File: config.mk
export PLATFORM = sky130hd
export DESIGN_NAME = plb_block
export DESIGN_NICKNAME = d
export VERILOG_FILES = /design/src/design/plb_pkg.sv /design/src/design/plb_block.sv /design/src/design/plb_alloc.sv /design/src/design/plb_mcell.sv
export SDC_FILE = /design/constraint.sdc
export NUM_CORES = 1
export LEC_CHECK = 0
export BUFFER_PORTS_ARGS = -buffer_cell sky130_fd_sc_hd__buf_2
export CORE_UTILIZATION = 35
export CTS_BUF_LIST = sky130_fd_sc_hd__clkbuf_8
export DETAILED_ROUTE_END_ITERATION = 16
export PLACE_DENSITY_LB_ADDON = 0.15
export SETUP_SLACK_MARGIN = 0.15
export SLEW_MARGIN = 10
export SYNTH_ARGS = -nofsm -noshare
export SYNTH_HDL_FRONTEND = slang
export SYNTH_SLANG_ARGS = --single-unit
File: constraint.sdc
create_clock -name REF_CLK_I -period 2.72 [get_ports REF_CLK_I]
set_clock_uncertainty 0.2 [all_clocks]
set_input_delay 0.136 -clock REF_CLK_I [delete_from_list [all_inputs] [get_ports REF_CLK_I]]
set_output_delay 0.136 -clock REF_CLK_I [all_outputs]
set_load 0.01 [all_outputs]
File: src/design/plb_pkg.sv
// package: shared types, register map and reset values for the logic block
package plb_pkg;

	// ****************************************
	// geometry
	// ****************************************
	localparam int PLB_NUM_PT = 48;
	localparam int PLB_NUM_MC = 12;
	localparam int PLB_NUM_CL = 12;
	localparam int PLB_PT_PER_CL = 4;
	localparam int PLB_MAX_PT_PER_MC = 16;
	localparam int PLB_NUM_IO = 6;
	localparam int PLB_NUM_CLK = 4;
	localparam int PLB_CL_REACH_LO = 2;

	// ****************************************
	// configuration types
	// ****************************************
	typedef enum logic [4:0] {
		PLB_MC_COMB = 5'h01,
		PLB_MC_REG = 5'h02,
		PLB_MC_LATCH = 5'h04,
		PLB_MC_INREG = 5'h08,
		PLB_MC_INLATCH = 5'h10
	} plb_mode_t;

	typedef enum logic [3:0] {
		PLB_OE_ON = 4'h1,
		PLB_OE_OFF = 4'h2,
		PLB_OE_PT0 = 4'h4,
		PLB_OE_PT1 = 4'h8
	} plb_oe_t;

	typedef struct packed {
		logic [1:0] clk_sel;
		logic ttype;
		logic invert;
		plb_mode_t mode;
	} plb_mc_cfg_t;

	typedef struct packed {
		logic [1:0] sel;
		logic en;
	} plb_route_t;

	typedef struct packed {
		logic [3:0] lvl;
		logic [3:0] rise;
	} plb_timing_t;

	typedef struct packed {
		logic reset;
		logic preset;
	} plb_init_t;

	// ****************************************
	// register map (byte addresses)
	// ****************************************
	localparam logic [11:0] PLB_ADDR_ROUTE0 = 12'h000;
	localparam logic [11:0] PLB_ADDR_ROUTE1 = 12'h004;
	localparam logic [11:0] PLB_ADDR_IO_CFG = 12'h008;
	localparam logic [11:0] PLB_ADDR_STATUS = 12'h00C;
	localparam logic [11:0] PLB_ADDR_MC_BASE = 12'h040;

	localparam int PLB_ROUTE_FLD_W = 4;
	localparam int PLB_ROUTE_PER_REG = 8;
	localparam int PLB_IO_FLD_W = 4;
	localparam int PLB_STAT_FB_LSB = 0;
	localparam int PLB_STAT_CLK_LSB = 12;
	localparam int PLB_STAT_PIN_LSB = 16;

	localparam plb_route_t PLB_ROUTE_RST = 3'h0;
	localparam plb_mc_cfg_t PLB_MC_CFG_RST = 9'h001;
	localparam plb_oe_t PLB_IO_CFG_RST = PLB_OE_OFF;

	// ****************************************
	// decode codes
	// ****************************************
	localparam logic [4:0] PLB_SEL_ROUTE0 = 5'h0C;
	localparam logic [4:0] PLB_SEL_ROUTE1 = 5'h0D;
	localparam logic [4:0] PLB_SEL_IO_CFG = 5'h0E;
	localparam logic [4:0] PLB_SEL_STATUS = 5'h0F;
	localparam logic [4:0] PLB_SEL_NONE = 5'h1F;

	// cluster c may feed macrocell c-2+sel, so macrocell k sees clusters k-1..k+2
	function automatic logic plb_route_hits(input int c, input int k, input plb_route_t r);
		return r.en && ((c - PLB_CL_REACH_LO + int'(r.sel)) == k);
	endfunction

endpackage

File: src/design/plb_block.sv
// module: logic block top with allocator, twelve macrocells, pin cells and APB configuration
//
// The APB register port and the register addresses are this design's own decisions.
`timescale 1ns/100ps
module plb_block
	import plb_pkg::*;
(
	// clock and reset
	input wire logic REF_CLK_I,
	input wire logic RESET_N_I,
	// apb slave
	input wire logic PSEL_I,
	input wire logic PENABLE_I,
	input wire logic PWRITE_I,
	input wire logic [11:0] PADDR_I,
	input wire logic [31:0] PWDATA_I,
	output logic [31:0] PRDATA_O,
	output logic PREADY_O,
	output logic PSLVERR_O,
	// product-term array
	input wire logic [PLB_NUM_PT-1:0] PT_I,
	input wire logic [1:0] OE_PT_I,
	input wire logic ASYNC_RESET_PT_I,
	input wire logic ASYNC_PRESET_PT_I,
	// clock or gate pins
	input wire logic [PLB_NUM_CLK-1:0] CLK_PIN_I,
	output logic [PLB_NUM_CLK-1:0] CLK_DATA_O,
	// pin cells
	input wire logic [PLB_NUM_IO-1:0] IO_IN_I,
	output logic [PLB_NUM_IO-1:0] IO_OUT_O,
	output logic [PLB_NUM_IO-1:0] IO_OE_O,
	// internal feedback
	output logic [PLB_NUM_MC-1:0] FEEDBACK_O
);

	// ****************************************
	// state
	// ****************************************
	typedef struct packed {
		plb_route_t [PLB_NUM_CL-1:0] route;
		plb_oe_t [PLB_NUM_IO-1:0] io_cfg;
		plb_mc_cfg_t [PLB_NUM_MC-1:0] mc_cfg;
		logic [PLB_NUM_CLK-1:0] clk_s1;
		logic [PLB_NUM_CLK-1:0] clk_s2;
		logic [PLB_NUM_CLK-1:0] clk_prev;
		logic [PLB_NUM_IO-1:0] io_s1;
		logic [PLB_NUM_IO-1:0] io_s2;
		logic [31:0] prdata;
		logic pslverr;
	} plb_state_t;

	localparam plb_state_t PLB_STATE_RST = '{
		route: {PLB_NUM_CL{PLB_ROUTE_RST}},
		io_cfg: {PLB_NUM_IO{PLB_IO_CFG_RST}},
		mc_cfg: {PLB_NUM_MC{PLB_MC_CFG_RST}},
		clk_s1: '0,
		clk_s2: '0,
		clk_prev: '0,
		io_s1: '0,
		io_s2: '0,
		prdata: '0,
		pslverr: 1'b0
	};

	plb_state_t s_q, s_d;
	logic [PLB_NUM_MC-1:0] sum;
	logic [PLB_NUM_MC-1:0] fb;
	plb_timing_t tim;
	plb_init_t init;
	logic [4:0] sel;

	// ****************************************
	// address decode
	// ****************************************
	function automatic logic [4:0] plb_decode(input logic [11:0] a);
		logic [11:0] off;
		off = a - PLB_ADDR_MC_BASE;
		if (a[1:0] != 2'b00) begin
			return PLB_SEL_NONE;
		end else if (a == PLB_ADDR_ROUTE0) begin
			return PLB_SEL_ROUTE0;
		end else if (a == PLB_ADDR_ROUTE1) begin
			return PLB_SEL_ROUTE1;
		end else if (a == PLB_ADDR_IO_CFG) begin
			return PLB_SEL_IO_CFG;
		end else if (a == PLB_ADDR_STATUS) begin
			return PLB_SEL_STATUS;
		end else if (a >= PLB_ADDR_MC_BASE && off[11:2] < 10'(PLB_NUM_MC)) begin
			return off[6:2];
		end
		return PLB_SEL_NONE;
	endfunction

	// ****************************************
	// shared timing and init terms
	// ****************************************
	// clock pins are sampled, so a pin edge reaches storage two to three cycles late
	always_comb begin
		tim.lvl = s_q.clk_s2;
		tim.rise = s_q.clk_s2 & ~s_q.clk_prev;
		init.reset = ASYNC_RESET_PT_I;
		init.preset = ASYNC_PRESET_PT_I;
	end

	// ****************************************
	// allocator and macrocells
	// ****************************************
	plb_alloc u_alloc (
		.pt_i(PT_I),
		.route_i(s_q.route),
		.sum_o(sum)
	);

	// even cells face pins; odd cells are buried and may sample pin k/2
	for (genvar k = 0; k < PLB_NUM_MC; k++) begin : g_mc
		plb_mcell u_mc (
			.clk_i(REF_CLK_I),
			.rst_n_i(RESET_N_I),
			.cfg_i(s_q.mc_cfg[k]),
			.sum_i(sum[k]),
			.pin_i((k % 2 == 1) ? s_q.io_s2[k/2] : 1'b0),
			.tim_i(tim),
			.init_i(init),
			.out_o(fb[k])
		);
	end

	// ****************************************
	// pin cells
	// ****************************************
	always_comb begin
		for (int p = 0; p < PLB_NUM_IO; p++) begin
			IO_OUT_O[p] = fb[2*p];
			unique case (s_q.io_cfg[p])
				PLB_OE_ON: IO_OE_O[p] = 1'b1;
				PLB_OE_OFF: IO_OE_O[p] = 1'b0;
				PLB_OE_PT0: IO_OE_O[p] = OE_PT_I[0];
				PLB_OE_PT1: IO_OE_O[p] = OE_PT_I[1];
				default: IO_OE_O[p] = 1'b0;
			endcase
		end
	end

	assign FEEDBACK_O = fb;
	assign CLK_DATA_O = s_q.clk_s2;

	// ****************************************
	// apb register file
	// ****************************************
	assign sel = plb_decode(PADDR_I);
	assign PREADY_O = 1'b1;
	assign PRDATA_O = s_q.prdata;
	assign PSLVERR_O = s_q.pslverr;

	always_comb begin
		s_d = s_q;
		s_d.clk_s1 = CLK_PIN_I;
		s_d.clk_s2 = s_q.clk_s1;
		s_d.clk_prev = s_q.clk_s2;
		s_d.io_s1 = IO_IN_I;
		s_d.io_s2 = s_q.io_s1;
		// read data and error are prepared in the setup cycle so they stand for the access
		if (PSEL_I && !PENABLE_I) begin
			s_d.prdata = '0;
			s_d.pslverr = (sel == PLB_SEL_NONE);
			if (!PWRITE_I) begin
				if (sel == PLB_SEL_ROUTE0) begin
					for (int c = 0; c < PLB_ROUTE_PER_REG; c++) begin
						s_d.prdata[c*PLB_ROUTE_FLD_W +: 3] = s_q.route[c];
					end
				end else if (sel == PLB_SEL_ROUTE1) begin
					for (int c = PLB_ROUTE_PER_REG; c < PLB_NUM_CL; c++) begin
						s_d.prdata[(c-PLB_ROUTE_PER_REG)*PLB_ROUTE_FLD_W +: 3] = s_q.route[c];
					end
				end else if (sel == PLB_SEL_IO_CFG) begin
					for (int p = 0; p < PLB_NUM_IO; p++) begin
						s_d.prdata[p*PLB_IO_FLD_W +: PLB_IO_FLD_W] = s_q.io_cfg[p];
					end
				end else if (sel == PLB_SEL_STATUS) begin
					s_d.prdata[PLB_STAT_FB_LSB +: PLB_NUM_MC] = fb;
					s_d.prdata[PLB_STAT_CLK_LSB +: PLB_NUM_CLK] = s_q.clk_s2;
					s_d.prdata[PLB_STAT_PIN_LSB +: PLB_NUM_IO] = s_q.io_s2;
				end else if (sel < 5'(PLB_NUM_MC)) begin
					s_d.prdata[8:0] = s_q.mc_cfg[sel[3:0]];
				end
			end
		end
		if (PSEL_I && PENABLE_I && PWRITE_I) begin
			if (sel == PLB_SEL_ROUTE0) begin
				for (int c = 0; c < PLB_ROUTE_PER_REG; c++) begin
					s_d.route[c] = plb_route_t'(PWDATA_I[c*PLB_ROUTE_FLD_W +: 3]);
				end
			end else if (sel == PLB_SEL_ROUTE1) begin
				for (int c = PLB_ROUTE_PER_REG; c < PLB_NUM_CL; c++) begin
					s_d.route[c] = plb_route_t'(PWDATA_I[(c-PLB_ROUTE_PER_REG)*PLB_ROUTE_FLD_W +: 3]);
				end
			end else if (sel == PLB_SEL_IO_CFG) begin
				for (int p = 0; p < PLB_NUM_IO; p++) begin
					s_d.io_cfg[p] = plb_oe_t'(PWDATA_I[p*PLB_IO_FLD_W +: PLB_IO_FLD_W]);
				end
			end else if (sel < 5'(PLB_NUM_MC)) begin
				s_d.mc_cfg[sel[3:0]] = plb_mc_cfg_t'(PWDATA_I[8:0]);
			end
		end
	end

	always_ff @(posedge REF_CLK_I or negedge RESET_N_I) begin
		if (!RESET_N_I) begin
			s_q <= PLB_STATE_RST;
		end else begin
			s_q <= s_d;
		end
	end

endmodule

File: src/design/plb_alloc.sv
// module: product-term allocator steering clusters to macrocells
`timescale 1ns/100ps
module plb_alloc
	import plb_pkg::*;
(
	// product terms and steering
	input wire logic [PLB_NUM_PT-1:0] pt_i,
	input wire plb_route_t [PLB_NUM_CL-1:0] route_i,
	// per-macrocell sums
	output logic [PLB_NUM_MC-1:0] sum_o
);

	logic [PLB_NUM_CL-1:0] cl_or;

	// each cluster goes to at most one macrocell, so no term is ever shared twice
	always_comb begin
		sum_o = '0;
		for (int c = 0; c < PLB_NUM_CL; c++) begin
			cl_or[c] = |pt_i[c*PLB_PT_PER_CL +: PLB_PT_PER_CL];
		end
		for (int k = 0; k < PLB_NUM_MC; k++) begin
			for (int c = 0; c < PLB_NUM_CL; c++) begin
				if (plb_route_hits(c, k, route_i[c])) begin
					sum_o[k] = sum_o[k] | cl_or[c];
				end
			end
		end
	end

endmodule

File: src/design/plb_mcell.sv
// module: one macrocell with combinational, register and latch modes
`timescale 1ns/100ps
module plb_mcell
	import plb_pkg::*;
(
	// clock and reset
	input wire logic clk_i,
	input wire logic rst_n_i,
	// configuration
	input wire plb_mc_cfg_t cfg_i,
	// data sources
	input wire logic sum_i,
	input wire logic pin_i,
	input wire plb_timing_t tim_i,
	input wire plb_init_t init_i,
	// result
	output logic out_o
);

	typedef struct packed {
		logic q;
	} plb_mc_state_t;

	plb_mc_state_t s_q, s_d;
	logic f;
	logic src;
	logic gate;
	logic rise;
	logic is_in;
	logic is_latch;
	logic stored;

	always_comb begin
		s_d = s_q;
		f = sum_i ^ cfg_i.invert;
		is_in = (cfg_i.mode == PLB_MC_INREG) || (cfg_i.mode == PLB_MC_INLATCH);
		is_latch = (cfg_i.mode == PLB_MC_LATCH) || (cfg_i.mode == PLB_MC_INLATCH);
		src = is_in ? pin_i : f;
		gate = tim_i.lvl[cfg_i.clk_sel];
		rise = tim_i.rise[cfg_i.clk_sel];
		stored = 1'b1;
		unique case (cfg_i.mode)
			PLB_MC_REG, PLB_MC_INREG: begin
				if (rise) begin
					if (cfg_i.ttype && cfg_i.mode == PLB_MC_REG) begin
						s_d.q = s_q.q ^ src;
					end else begin
						s_d.q = src;
					end
				end
			end
			PLB_MC_LATCH, PLB_MC_INLATCH: begin
				if (!gate) begin
					s_d.q = src;
				end
			end
			PLB_MC_COMB: begin
				stored = 1'b0;
			end
			default: begin
				stored = 1'b0;
			end
		endcase
		// the shared terms override any clock; reset wins over preset
		if (init_i.reset) begin
			s_d.q = 1'b0;
		end else if (init_i.preset) begin
			s_d.q = 1'b1;
		end
		// the same result drives the pin and the feedback path
		if (!stored) begin
			out_o = f;
		end else if (init_i.reset) begin
			out_o = 1'b0;
		end else if (init_i.preset) begin
			out_o = 1'b1;
		end else if (is_latch && !gate) begin
			out_o = src;
		end else begin
			out_o = s_q.q;
		end
	end

	always_ff @(posedge clk_i or negedge rst_n_i) begin
		if (!rst_n_i) begin
			s_q <= '0;
		end else begin
			s_q <= s_d;
		end
	end

endmodule

==> results of run 1 <==
==> layer usage <==
layer / wire [um] / part of all wire
met5: 0 / 0
met4: 1573 / 0.030
met3: 3008 / 0.058
met2: 24900 / 0.48
met1: 22460 / 0.43
==> cells in the final DEF (no fill, tap or decap), types with 10 or more instances in the layout <==
cell type                       count
sky130_fd_sc_hd__nand2b_1          12
sky130_fd_sc_hd__nor3_2            10
sky130_fd_sc_hd__buf_2            157
sky130_fd_sc_hd__nand3b_1          12
sky130_fd_sc_hd__o21ai_0           67
sky130_fd_sc_hd__nand3_1           14
sky130_fd_sc_hd__inv_1             42
sky130_fd_sc_hd__mux2_1            81
sky130_fd_sc_hd__mux4_2            24
sky130_fd_sc_hd__nor3_1            50
sky130_fd_sc_hd__clkbuf_8          60
sky130_fd_sc_hd__dfstp_2           18
sky130_fd_sc_hd__and2_1            11
sky130_fd_sc_hd__nor4_1            17
sky130_fd_sc_hd__dlygate4sd3_1     65
sky130_fd_sc_hd__nand2_1           91
sky130_fd_sc_hd__nor2b_1           24
sky130_fd_sc_hd__mux2_2            70
sky130_fd_sc_hd__a21oi_1           41
sky130_fd_sc_hd__dfrtp_1          205
sky130_fd_sc_hd__o21ai_1           12
sky130_fd_sc_hd__o22ai_1           42
sky130_fd_sc_hd__nor2_1            78
sky130_fd_sc_hd__nor2_4            14
sky130_fd_sc_hd__dfrtp_2           12
sky130_fd_sc_hd__nand4_1           10
sky130_fd_sc_hd__xnor2_1           37
sky130_fd_sc_hd__o21a_1            10
sky130_fd_sc_hd__buf_4            126
sky130_fd_sc_hd__buf_6             23
sky130_fd_sc_hd__xor2_1            11
==> critical path, cell delays in order, from the launching register on <==
cell	delay [ns]
sky130_fd_sc_hd__dfrtp_1	0.43
sky130_fd_sc_hd__inv_1	0.10
sky130_fd_sc_hd__nor3_1	0.56
sky130_fd_sc_hd__nor4_4	0.12
sky130_fd_sc_hd__mux2i_1	0.19
sky130_fd_sc_hd__a31oi_1	0.22
sky130_fd_sc_hd__nor2_1	0.08
sky130_fd_sc_hd__o31ai_2	0.22
sky130_fd_sc_hd__buf_2	0.18
==> path summary, 6_finish.rpt <==
path	to	cells past startpoint	slack, ns	start
max	FEEDBACK_O[3]	8	-0.33	s_q[196]
min	s_q[174]	6	0.02	PENABLE_I
max reg2reg	g_mc[10].u_mc.s_q	13	-0.15	s_q[217]
min reg2reg	CLK_DATA_O[3]	0	0.15	s_d[52]
max in group asynchronous	CLK_DATA_O[2]	4	1.03	RESET_N_I
min in group asynchronous	s_q[181]	3	0.40	RESET_N_I
==> logic make-up after synthesis <==
| family | Yosys count |
|---|---|
| multiplexers | 188 |
| flip-flops | 235 |
| XOR/XNOR | 53 |
| other | 2 |
| AO/OA/AOI/OAI | 295 |
| buffers and inverters | 165 |
| AND/OR/NAND/NOR | 428 |
==> layout make-up <==
cell class	instances	area, sq um	share of cell area
tap	525	656.9	0.03576
clock inverter	22	107.6	0.005858
sequential	235	5918	0.3222
multi-input combinational	967	7896	0.4298
inverter	33	123.9	0.006743
clock buffer	60	825.8	0.04495
timing repair buffer	381	2841	0.1547
==> power groups by stage <==
| stage | Combinational (mW) | Clock (mW) | Sequential [mW] |
|---|---|---|---|
| final | 0.642 | 3.65 | 3.56 |
| after detailed placement | 0.544 | 0 | 3.62 |
| after CTS | 0.634 | 3.76 | 3.56 |
| after global placement | 0.540 | 0 | 3.62 |
| after floorplan | 0.184 | 0 | 3.61 |
| after global routing | 0.688 | 3.92 | 3.56 |
==> stage by stage <==
| step | cells | worst slack (ns) |
|---|---|---|
| floorplan | 1367 | 0.3258 |
| CTS | 2212 | -0.3749 |
| global placement | 2036 | -0.08802 |
| detailed placement | 2036 | -0.1370 |
| finish | 2223 | -0.3311 |
| global route | 2223 | -0.4624 |
==> sequential cells by signal, summed over array words and instances, names as in the netlist <==
| name | cells |
|---|---|
| s_d | 10 |
| PRDATA_O | 30 |
| g_mc.u_mc.s_q | 12 |
| PSLVERR_O | 1 |
| CLK_DATA_O | 4 |
| s_q | 178 |
==> repair_timing <==
action                     CTS  global route
gates resized for setup     81            43
gates cloned                 0             1
buffers inserted            28            11
hold endpoints to repair   403             0
setup endpoints to repair   24            30
hold buffers                66             0
pin swaps                   23            28
==> metrics.json, run 1 <==
{
  "outcome": {
    "result_of_the_run": "finished with violations",
    "failed_checks": "negative setup slack"
  },
  "global_routing": {
    "grt_start_max_net_pins": 75,
    "met3_global_route_usage": 0.04810,
    "grt_usage": 0.2537,
    "globalRoute.busiestLayer": "met2",
    "global_route.usage.met2": 0.4189,
    "first_global_vias": 12400,
    "grt_first_pass_wirelength_mm": 78.43,
    "initial_antenna_violation_count": 1,
    "globalRouteMet1Util": 0.3340,
    "grt_remaining_overflow": 0
  },
  "setup_path": {
    "criticalPathCategory": "reg -> out",
    "required_ns": 2.38,
    "worstSetupEndpointType": "output port",
    "timing.critical_path.fanout_max": 4,
    "worstSetupStartpointType": "flip-flop",
    "data_arrival_time_at_the_worst_slack_endpoint_ns": 2.72
  },
  "synth": {
    "syn_area_per_cell_sq_um": 10.37,
    "post_synth_most_frequent_cells": "sky130_fd_sc_hd__dfrtp_1, sky130_fd_sc_hd__nand2_1, sky130_fd_sc_hd__nor2_1, sky130_fd_sc_hd__mux2_1, sky130_fd_sc_hd__mux2_2",
    "post_synth_num_cell_types": 90,
    "yosys.area_share.simple": 0.1742,
    "synth-warning-count": 0,
    "most_frequent_cell_after_synthesis": "sky130_fd_sc_hd__dfrtp_1",
    "synthDominantAreaCellType": "sky130_fd_sc_hd__dfrtp_1",
    "yosys_most_used_dff": "sky130_fd_sc_hd__dfrtp_1",
    "synth.top_cells.by_area": "sky130_fd_sc_hd__dfrtp_1, sky130_fd_sc_hd__mux2_1, sky130_fd_sc_hd__mux2_2",
    "synth_enable_flop_cells": 0,
    "synth-seq-cells": 235,
    "combined_area_of_all_synthesized_cells_sq_um": 14160,
    "synth_top_area_share": 0.3834,
    "synthesis.instances": 1366,
    "postSynth.asyncResetShare": 1.000,
    "yosys-mux-area-fraction": 0.1675,
    "synthAdderAreaFrac": 0,
    "synthXorXnorAreaFrac": 0.03331,
    "main_combinational_cell_family_by_area_after_synthesis": "simple AND/OR/NAND/NOR gates",
    "synth_compound_area_frac": 0.1471,
    "synth-seq-area-share": 0.4168
  },
  "power": {
    "share_seq_of_total_power": 0.454,
    "power.share.clock": 0.465,
    "power_report.internal_total_mw": 5.765,
    "power_leakage_nw": 8.321,
    "power-per-cell-area_nw_per_um2": 427.4,
    "power.net_switching_mw": 2.086,
    "switching_share": 0.2657,
    "power.share.combinational": 0.082,
    "worst_ir_drop_vdd_v": 0.0002837,
    "fin_total_pwr_mw": 7.851
  },
  "clock_tree": {
    "cts-htree-levels": 2,
    "cts.clk_slew.worst_paths_ns": 0.06,
    "cts.root.buffer_cell": "sky130_fd_sc_hd__clkbuf_8",
    "clock_tree_from_tritoncts": "done",
    "cts_sinks": 235,
    "worstSkewPairLatency_ns": 0.63,
    "cts-root-to-sink-buffers": 3,
    "numCtsBuffers": 45
  },
  "layout": {
    "fillerInstances": 3831,
    "final_core_util": 0.4613,
    "post_route_cells_drive_above_1_share": 0.3716,
    "insertedDiodeCount": 0,
    "fin_area_sq_um": 18370,
    "nets_final": 1774,
    "area_delta_synth_final_pct": 29.71
  },
  "detailed_routing": {
    "drt-wirelength-per-cell_um": 23.36,
    "drc_errors": 0,
    "route.detailed.vias_per_inst": 5.589,
    "postRouteWirelength_mm": 51.94,
    "drt-pass1-iter-count": 5,
    "dr_total_vias": 12430,
    "route.antenna.remaining_nets": 0,
    "initialDrtViolationCount": 938
  },
  "run": {
    "timing.max_cap.violations": 0
  },
  "floorplanning": {
    "placeableCoreArea_sq_um": 39820,
    "die-area_sq_um": 41270,
    "io_pins": 173,
    "die_h_um": 203.2,
    "floorplan.initialDensity": 0.3556,
    "floorplan.rows": 73,
    "die_width_um": 203.2
  },
  "timing": {
    "layout_worst_path_cycle_share": 1.122,
    "number_of_pins_exceeding_their_max_slew_limit_in_the_final_report": 0,
    "finalSetupViolCount": 20,
    "final.min_clock_period_ns": 3.051,
    "fin_setup_tns_ns": -5.092,
    "maxSlewHeadroom": 0.5520,
    "setup_repair_after_global_routing_missed_its_margin": "yes",
    "finalHoldWorstSlack_ns": 0.01965,
    "final_hold_violating_endpoints": 0,
    "fin_ws_ns": -0.3311,
    "max_slew.worst_pin.slew_ns": 0.6669,
    "timing.fmax_mhz": 327.8
  },
  "placed_design": {
    "postPlaceCellArea_sq_um": 15860,
    "gpl.final_weighted_congestion": 0.8992,
    "placement.io_buffers": 167,
    "dp_hpwl_mm": 37.05
  },
  "worst_hold_path": {
    "class_of_the_worst_hold_path": "in -> reg"
  }
}
Note: power is estimated with default switching activity, not from simulation.
==> run 2, diff against run 1 <==
CORE_MARGIN = 8   (was not set)
==> run 2 against run 1 <==
The flow still finishes with violations (negative setup slack). Clock-buffer cell count rose by 2. Non-clock buffer count rose by 2. Final cell count rose by 0.18%. Utilization rose by 0.35 points. Combinational power rose by 0.8%. Register-to-register slack improved by 0.26 ns. Maximum frequency fell by 0.32%. Routed wire length rose by 1.7%. Largest power group unchanged. Highest routed layer unchanged.
==> metrics.json, run 2 (same netlist as run 1, synthesis figures left out) <==
{
  "placed_design": {
    "place_worst_setup_slack_ns": -0.2516,
    "placement.io_buffers": 167,
    "postPlaceCellArea_sq_um": 15870,
    "gpl.final_weighted_congestion": 0.9078,
    "dp_hpwl_mm": 38.00,
    "post-place-cells": 2035
  },
  "outcome": {
    "failed_checks": "negative setup slack",
    "result_of_the_run": "finished with violations"
  },
  "layout": {
    "fin_area_sq_um": 18510,
    "fillerInstances": 3797,
    "instances_no_fill": 2227,
    "final_cell_mix": "sky130_fd_sc_hd__dfrtp_1, sky130_fd_sc_hd__buf_2, sky130_fd_sc_hd__buf_4",
    "post_route_cells_drive_above_1_share": 0.3784,
    "area_delta_synth_final_pct": 30.69,
    "nets_final": 1776,
    "final_core_util": 0.4648,
    "flip_flop_count_of_the_largest_register_all_copies_and_words_added": 178,
    "layout.cells.most_common": "sky130_fd_sc_hd__dfrtp_1",
    "top_register": "s_q",
    "insertedDiodeCount": 0
  },
  "detailed_routing": {
    "route.detailed.vias_per_inst": 5.514,
    "initialDrtViolationCount": 1121,
    "postRouteWirelength_mm": 52.84,
    "drt-wirelength-per-cell_um": 23.73,
    "drc_errors": 0,
    "dr_total_vias": 12280,
    "drt-pass1-iter-count": 5,
    "route.antenna.remaining_nets": 0
  },
  "timing": {
    "number_of_pins_exceeding_their_max_slew_limit_in_the_final_report": 0,
    "finalSetupViolCount": 18,
    "fin_ws_ns": -0.3407,
    "layout_worst_path_cycle_share": 1.125,
    "final.min_clock_period_ns": 3.061,
    "maxSlewHeadroom": 0.5408,
    "setup_repair_after_global_routing_missed_its_margin": "yes",
    "fin_setup_tns_ns": -4.547,
    "max_slew.worst_pin.slew_ns": 0.6863,
    "finalHoldWorstSlack_ns": 0.01203,
    "timing.fmax_mhz": 326.7,
    "final_hold_violating_endpoints": 0
  },
  "power": {
    "fin_total_pwr_mw": 8.148,
    "power_leakage_nw": 8.412,
    "power-per-cell-area_nw_per_um2": 440.2,
    "worst_ir_drop_vdd_v": 0.0003027
  },
  "setup_path": {
    "worstSetupEndpointType": "output port",
    "required_ns": 2.38,
    "timing.critical_path.fanout_max": 6,
    "criticalPathCategory": "reg -> out",
    "data_arrival_time_at_the_worst_slack_endpoint_ns": 2.72,
    "cp_cell_sequence": "buf_6, buf_6, buf_6, mux4_2, o211a_1, a221oi_2, o31ai_2, buf_2",
    "cpMostUsedCell": "sky130_fd_sc_hd__buf_6",
    "worstSetupStartpointType": "flip-flop",
    "slowest_delay_ns": 0.52,
    "master_of_the_slowest_instance_on_the_critical_path": "sky130_fd_sc_hd__mux4_2"
  },
  "clock_tree": {
    "cts_sinks": 235,
    "cts-htree-levels": 2,
    "cts.root.buffer_cell": "sky130_fd_sc_hd__clkbuf_8",
    "worstSkewPairLatency_ns": 0.63,
    "cts.clk_slew.worst_paths_ns": 0.06,
    "clock_tree_from_tritoncts": "done",
    "cts-root-to-sink-buffers": 3,
    "numCtsBuffers": 45
  },
  "floorplanning": {
    "die_h_um": 217.2,
    "floorplan.initialDensity": 0.3556,
    "floorplan.rows": 73,
    "die_width_um": 217.2,
    "io_pins": 173,
    "die-area_sq_um": 47160,
    "placeableCoreArea_sq_um": 39820
  },
  "global_routing": {
    "grt_remaining_overflow": 0,
    "initial_antenna_violation_count": 2,
    "first_global_vias": 12340,
    "grt_usage": 0.2182,
    "grt_start_max_net_pins": 68,
    "grt_first_pass_wirelength_mm": 78.58
  },
  "worst_hold_path": {
    "class_of_the_worst_hold_path": "in -> reg"
  },
  "run": {
    "timing.max_cap.violations": 0
  }
}
==> run 2: metal layers <==
metal	global-route usage	up-vias	wire length, um
li1	-	5632	-
met1	0.2843	6134	22690
met2	0.3587	418	25160
met3	0.04397	96	3368
met4	0.07394	0	1620
met5	0	-	0
==> run 2: worst paths after layout <==
path | from | end | slack [ns] | cells after the start
max | CLK_DATA_O[2] | FEEDBACK_O[5] | -0.34 | 8
min | PSEL_I | s_q[174] | 0.01 | 6
max reg2reg | CLK_DATA_O[2] | PRDATA_O[5] | 0.11 | 8
min reg2reg | s_d[51] | CLK_DATA_O[2] | 0.15 | 0
max in group asynchronous | RESET_N_I | s_q[174] | 1.40 | 4
min in group asynchronous | RESET_N_I | s_q[182] | 0.48 | 3
==> run 2: area by class of cell <==
type                            instances  area, sq um  share of cell area
Multi-Input combinational cell        967         7931              0.4285
Sequential cell                       235         5914              0.3195
Timing Repair Buffer                  383         2868              0.1549
Clock buffer                           62        853.3             0.04610
Tap cell                              525        656.9             0.03549
Clock inverter                         22        161.4            0.008720
Inverter                               33        123.9            0.006692
==> run 2: worst max-delay path: cells and delay by family, from the launching register on <==
family | cells | cell delay [ns]
AOI/OAI and AO/OA | 3 | 0.59
buffers and inverters | 4 | 0.55
DFF | 1 | 0.47
muxes | 1 | 0.52
==> run 2: repair_timing <==
| action | 4_1_cts | 5_1_grt |
|---|---|---|
| gates resized for setup | 67 | 59 |
| pin swaps | 32 | 36 |
| endpoints found under the hold margin | 393 | 0 |
| buffers inserted | 21 | 22 |
| hold buffers | 65 | 0 |
| gates cloned | 0 | 1 |
| endpoints found under the setup margin | 21 | 26 |
==> run 2: power breakdown <==
group          leakage (nW)  switching [mW]  total (mW)  internal [mW]
sequential             3.04          0.0293        3.56           3.53
clock                 0.560            1.71        3.94           2.23
combinational          4.81           0.386       0.647          0.260
==> run 3, diff against run 2 <==
CORE_ASPECT_RATIO = 1.1   (was not set)
==> run 3 against run 2 <==
The flow still finishes with violations (negative setup slack). Sequential share of layout area is 0.090 points higher. Largest power group unchanged. Setup slack worse by 0.030 ns. Die area hardly changed. Register-to-register slack worse by 0.38 ns. Hold slack better by 0.024 ns. Flip-flop and latch count stayed put. First-iteration DRC count is 19% lower. Total power is 2.7% lower. Critical path type unchanged. Routed wire length is 0.45% higher. Via count is 0.86% higher. Global-route usage is 0.29 points higher. Maximum frequency is 0.98% lower.
==> metrics.json, run 3 (same netlist as run 1, synthesis figures left out) <==
{
  "outcome": {
    "result_of_the_run": "finished with violations",
    "failed_checks": "negative setup slack"
  },
  "timing": {
    "max_slew.worst_pin.slew_ns": 0.7102,
    "final.min_clock_period_ns": 3.091,
    "number_of_pins_exceeding_their_max_slew_limit_in_the_final_report": 0,
    "setup_repair_after_global_routing_missed_its_margin": "yes",
    "finalSetupViolCount": 22,
    "finalHoldWorstSlack_ns": 0.03573,
    "fin_ws_ns": -0.3710,
    "final_hold_violating_endpoints": 0,
    "fin_setup_tns_ns": -5.281,
    "maxSlewHeadroom": 0.5248,
    "layout_worst_path_cycle_share": 1.136,
    "timing.fmax_mhz": 323.5
  },
  "clock_tree": {
    "cts-htree-levels": 2,
    "worstSkewPairLatency_ns": 0.58,
    "clock_tree_from_tritoncts": "done",
    "cts_sinks": 235,
    "numCtsBuffers": 43,
    "cts-root-to-sink-buffers": 3,
    "cts.root.buffer_cell": "sky130_fd_sc_hd__clkbuf_8",
    "cts.clk_slew.worst_paths_ns": 0.06
  },
  "layout": {
    "layout.cells.most_common": "sky130_fd_sc_hd__dfrtp_1",
    "area_delta_synth_final_pct": 30.41,
    "instances_no_fill": 2228,
    "top_register": "s_q",
    "nets_final": 1790,
    "flip_flop_count_of_the_largest_register_all_copies_and_words_added": 178,
    "post_route_cells_drive_above_1_share": 0.3830,
    "final_cell_mix": "sky130_fd_sc_hd__dfrtp_1, sky130_fd_sc_hd__buf_2, sky130_fd_sc_hd__buf_4"
  },
  "floorplanning": {
    "placeableCoreArea_sq_um": 40080,
    "die-area_sq_um": 47160,
    "die_h_um": 227.0,
    "die_width_um": 207.8,
    "floorplan.rows": 77,
    "io_pins": 173,
    "floorplan.initialDensity": 0.3534
  },
  "global_routing": {
    "grt_first_pass_wirelength_mm": 79.78,
    "global_route.usage.met2": 0.3779,
    "grt_remaining_overflow": 0,
    "globalRouteMet1Util": 0.2742,
    "grt_start_max_net_pins": 82,
    "first_global_vias": 12570,
    "globalRoute.busiestLayer": "met2",
    "met3_global_route_usage": 0.03841,
    "grt_usage": 0.2211,
    "initial_antenna_violation_count": 1
  },
  "placed_design": {
    "post-place-cells": 2025,
    "placement.io_buffers": 167,
    "dp_hpwl_mm": 37.77,
    "gpl.final_weighted_congestion": 0.9061
  },
  "detailed_routing": {
    "route.detailed.vias_per_inst": 5.559,
    "initialDrtViolationCount": 910,
    "postRouteWirelength_mm": 53.08,
    "dr_total_vias": 12390,
    "drc_errors": 0,
    "drt-pass1-iter-count": 7,
    "route.antenna.remaining_nets": 0,
    "drt-wirelength-per-cell_um": 23.82
  },
  "setup_path": {
    "worstSetupStartpointType": "flip-flop",
    "timing.critical_path.fanout_max": 6,
    "worstSetupEndpointType": "output port",
    "data_arrival_time_at_the_worst_slack_endpoint_ns": 2.76,
    "criticalPathCategory": "reg -> out",
    "required_ns": 2.38
  },
  "power": {
    "switching_share": 0.2543,
    "power.share.combinational": 0.082,
    "power.share.clock": 0.469,
    "fin_total_pwr_mw": 7.931,
    "share_seq_of_total_power": 0.449,
    "power_report.internal_total_mw": 5.914,
    "power-per-cell-area_nw_per_um2": 429.4,
    "power_leakage_nw": 8.397,
    "power.net_switching_mw": 2.017,
    "worst_ir_drop_vdd_v": 0.0002453
  },
  "run": {
    "timing.max_cap.violations": 0
  },
  "worst_hold_path": {
    "class_of_the_worst_hold_path": "in -> reg"
  }
}
-- run 3: critical path: stages, from the launching register on --
cell                       delay [ns]
sky130_fd_sc_hd__dfrtp_2         0.47
sky130_fd_sc_hd__buf_4           0.16
sky130_fd_sc_hd__buf_6           0.11
sky130_fd_sc_hd__mux4_2          0.52
sky130_fd_sc_hd__nor4_2          0.17
sky130_fd_sc_hd__buf_4           0.16
sky130_fd_sc_hd__o21ai_0         0.06
sky130_fd_sc_hd__or4b_4          0.21
sky130_fd_sc_hd__o211ai_1        0.14
sky130_fd_sc_hd__buf_2           0.19
-- run 3: timing repair --
item,in CTS,in global routing
buffers inserted,52,11
pin swaps,39,25
hold buffers,59,0
endpoints found under the setup margin,27,30
hold endpoints to repair,312,0
resized for setup,98,29
-- run 3: through the flow --
step | worst slack, ns | util | cell area, sq um
final | -0.3710 | 0.4608 | 18470
after floorplan | 0.3258 | - | 14170
after global routing | -0.4567 | 0.4607 | 18460
after detailed placement | -0.07837 | 0.3958 | 15860
after global placement | -0.1665 | 0.3958 | 15860
after CTS | -0.4054 | 0.4553 | 18250
-- run 3: cell type report --
type                    count  area, sq um
multi-input cells         967         7878
repair buffers            399         2949
inverters                  33        123.9
diodes                      2        5.005
fillers                  3768        21610
clock buffers              59        812.0
clock inverters            20        141.4
flip-flops and latches    235         5918
well taps                 513        641.9
-- run 3: path summary, 6_finish.rpt --
path / startpoint / end / slack (ns) / depth (start not counted)
max: CLK_DATA_O[3] / IO_OUT_O[5] / -0.37 / 9
min: CLK_PIN_I[0] / s_d[49] / 0.04 / 2
max reg2reg: CLK_DATA_O[3] / PRDATA_O[9] / -0.27 / 14
min reg2reg: s_d[36] / s_q[36] / 0.14 / 0
max in group asynchronous: RESET_N_I / s_q[129] / 0.87 / 4
min in group asynchronous: RESET_N_I / PRDATA_O[23] / 0.47 / 3
-- run 3: routing by layer --
metal | vias to the layer above | part of all wire
li1 | 5659 | -
met1 | 6137 | 0.41
met2 | 486 | 0.49
met3 | 104 | 0.062
met4 | 0 | 0.039
met5 | - | 0
-- run 3: power groups by stage --
stage / registers [mW] / logic (mW) / clock network, mW
floorplan: 3.61 / 0.184 / 0
finish: 3.56 / 0.652 / 3.72
detailed placement: 3.62 / 0.533 / 0
CTS: 3.56 / 0.640 / 3.81
global placement: 3.62 / 0.530 / 0
global route: 3.56 / 0.705 / 3.96
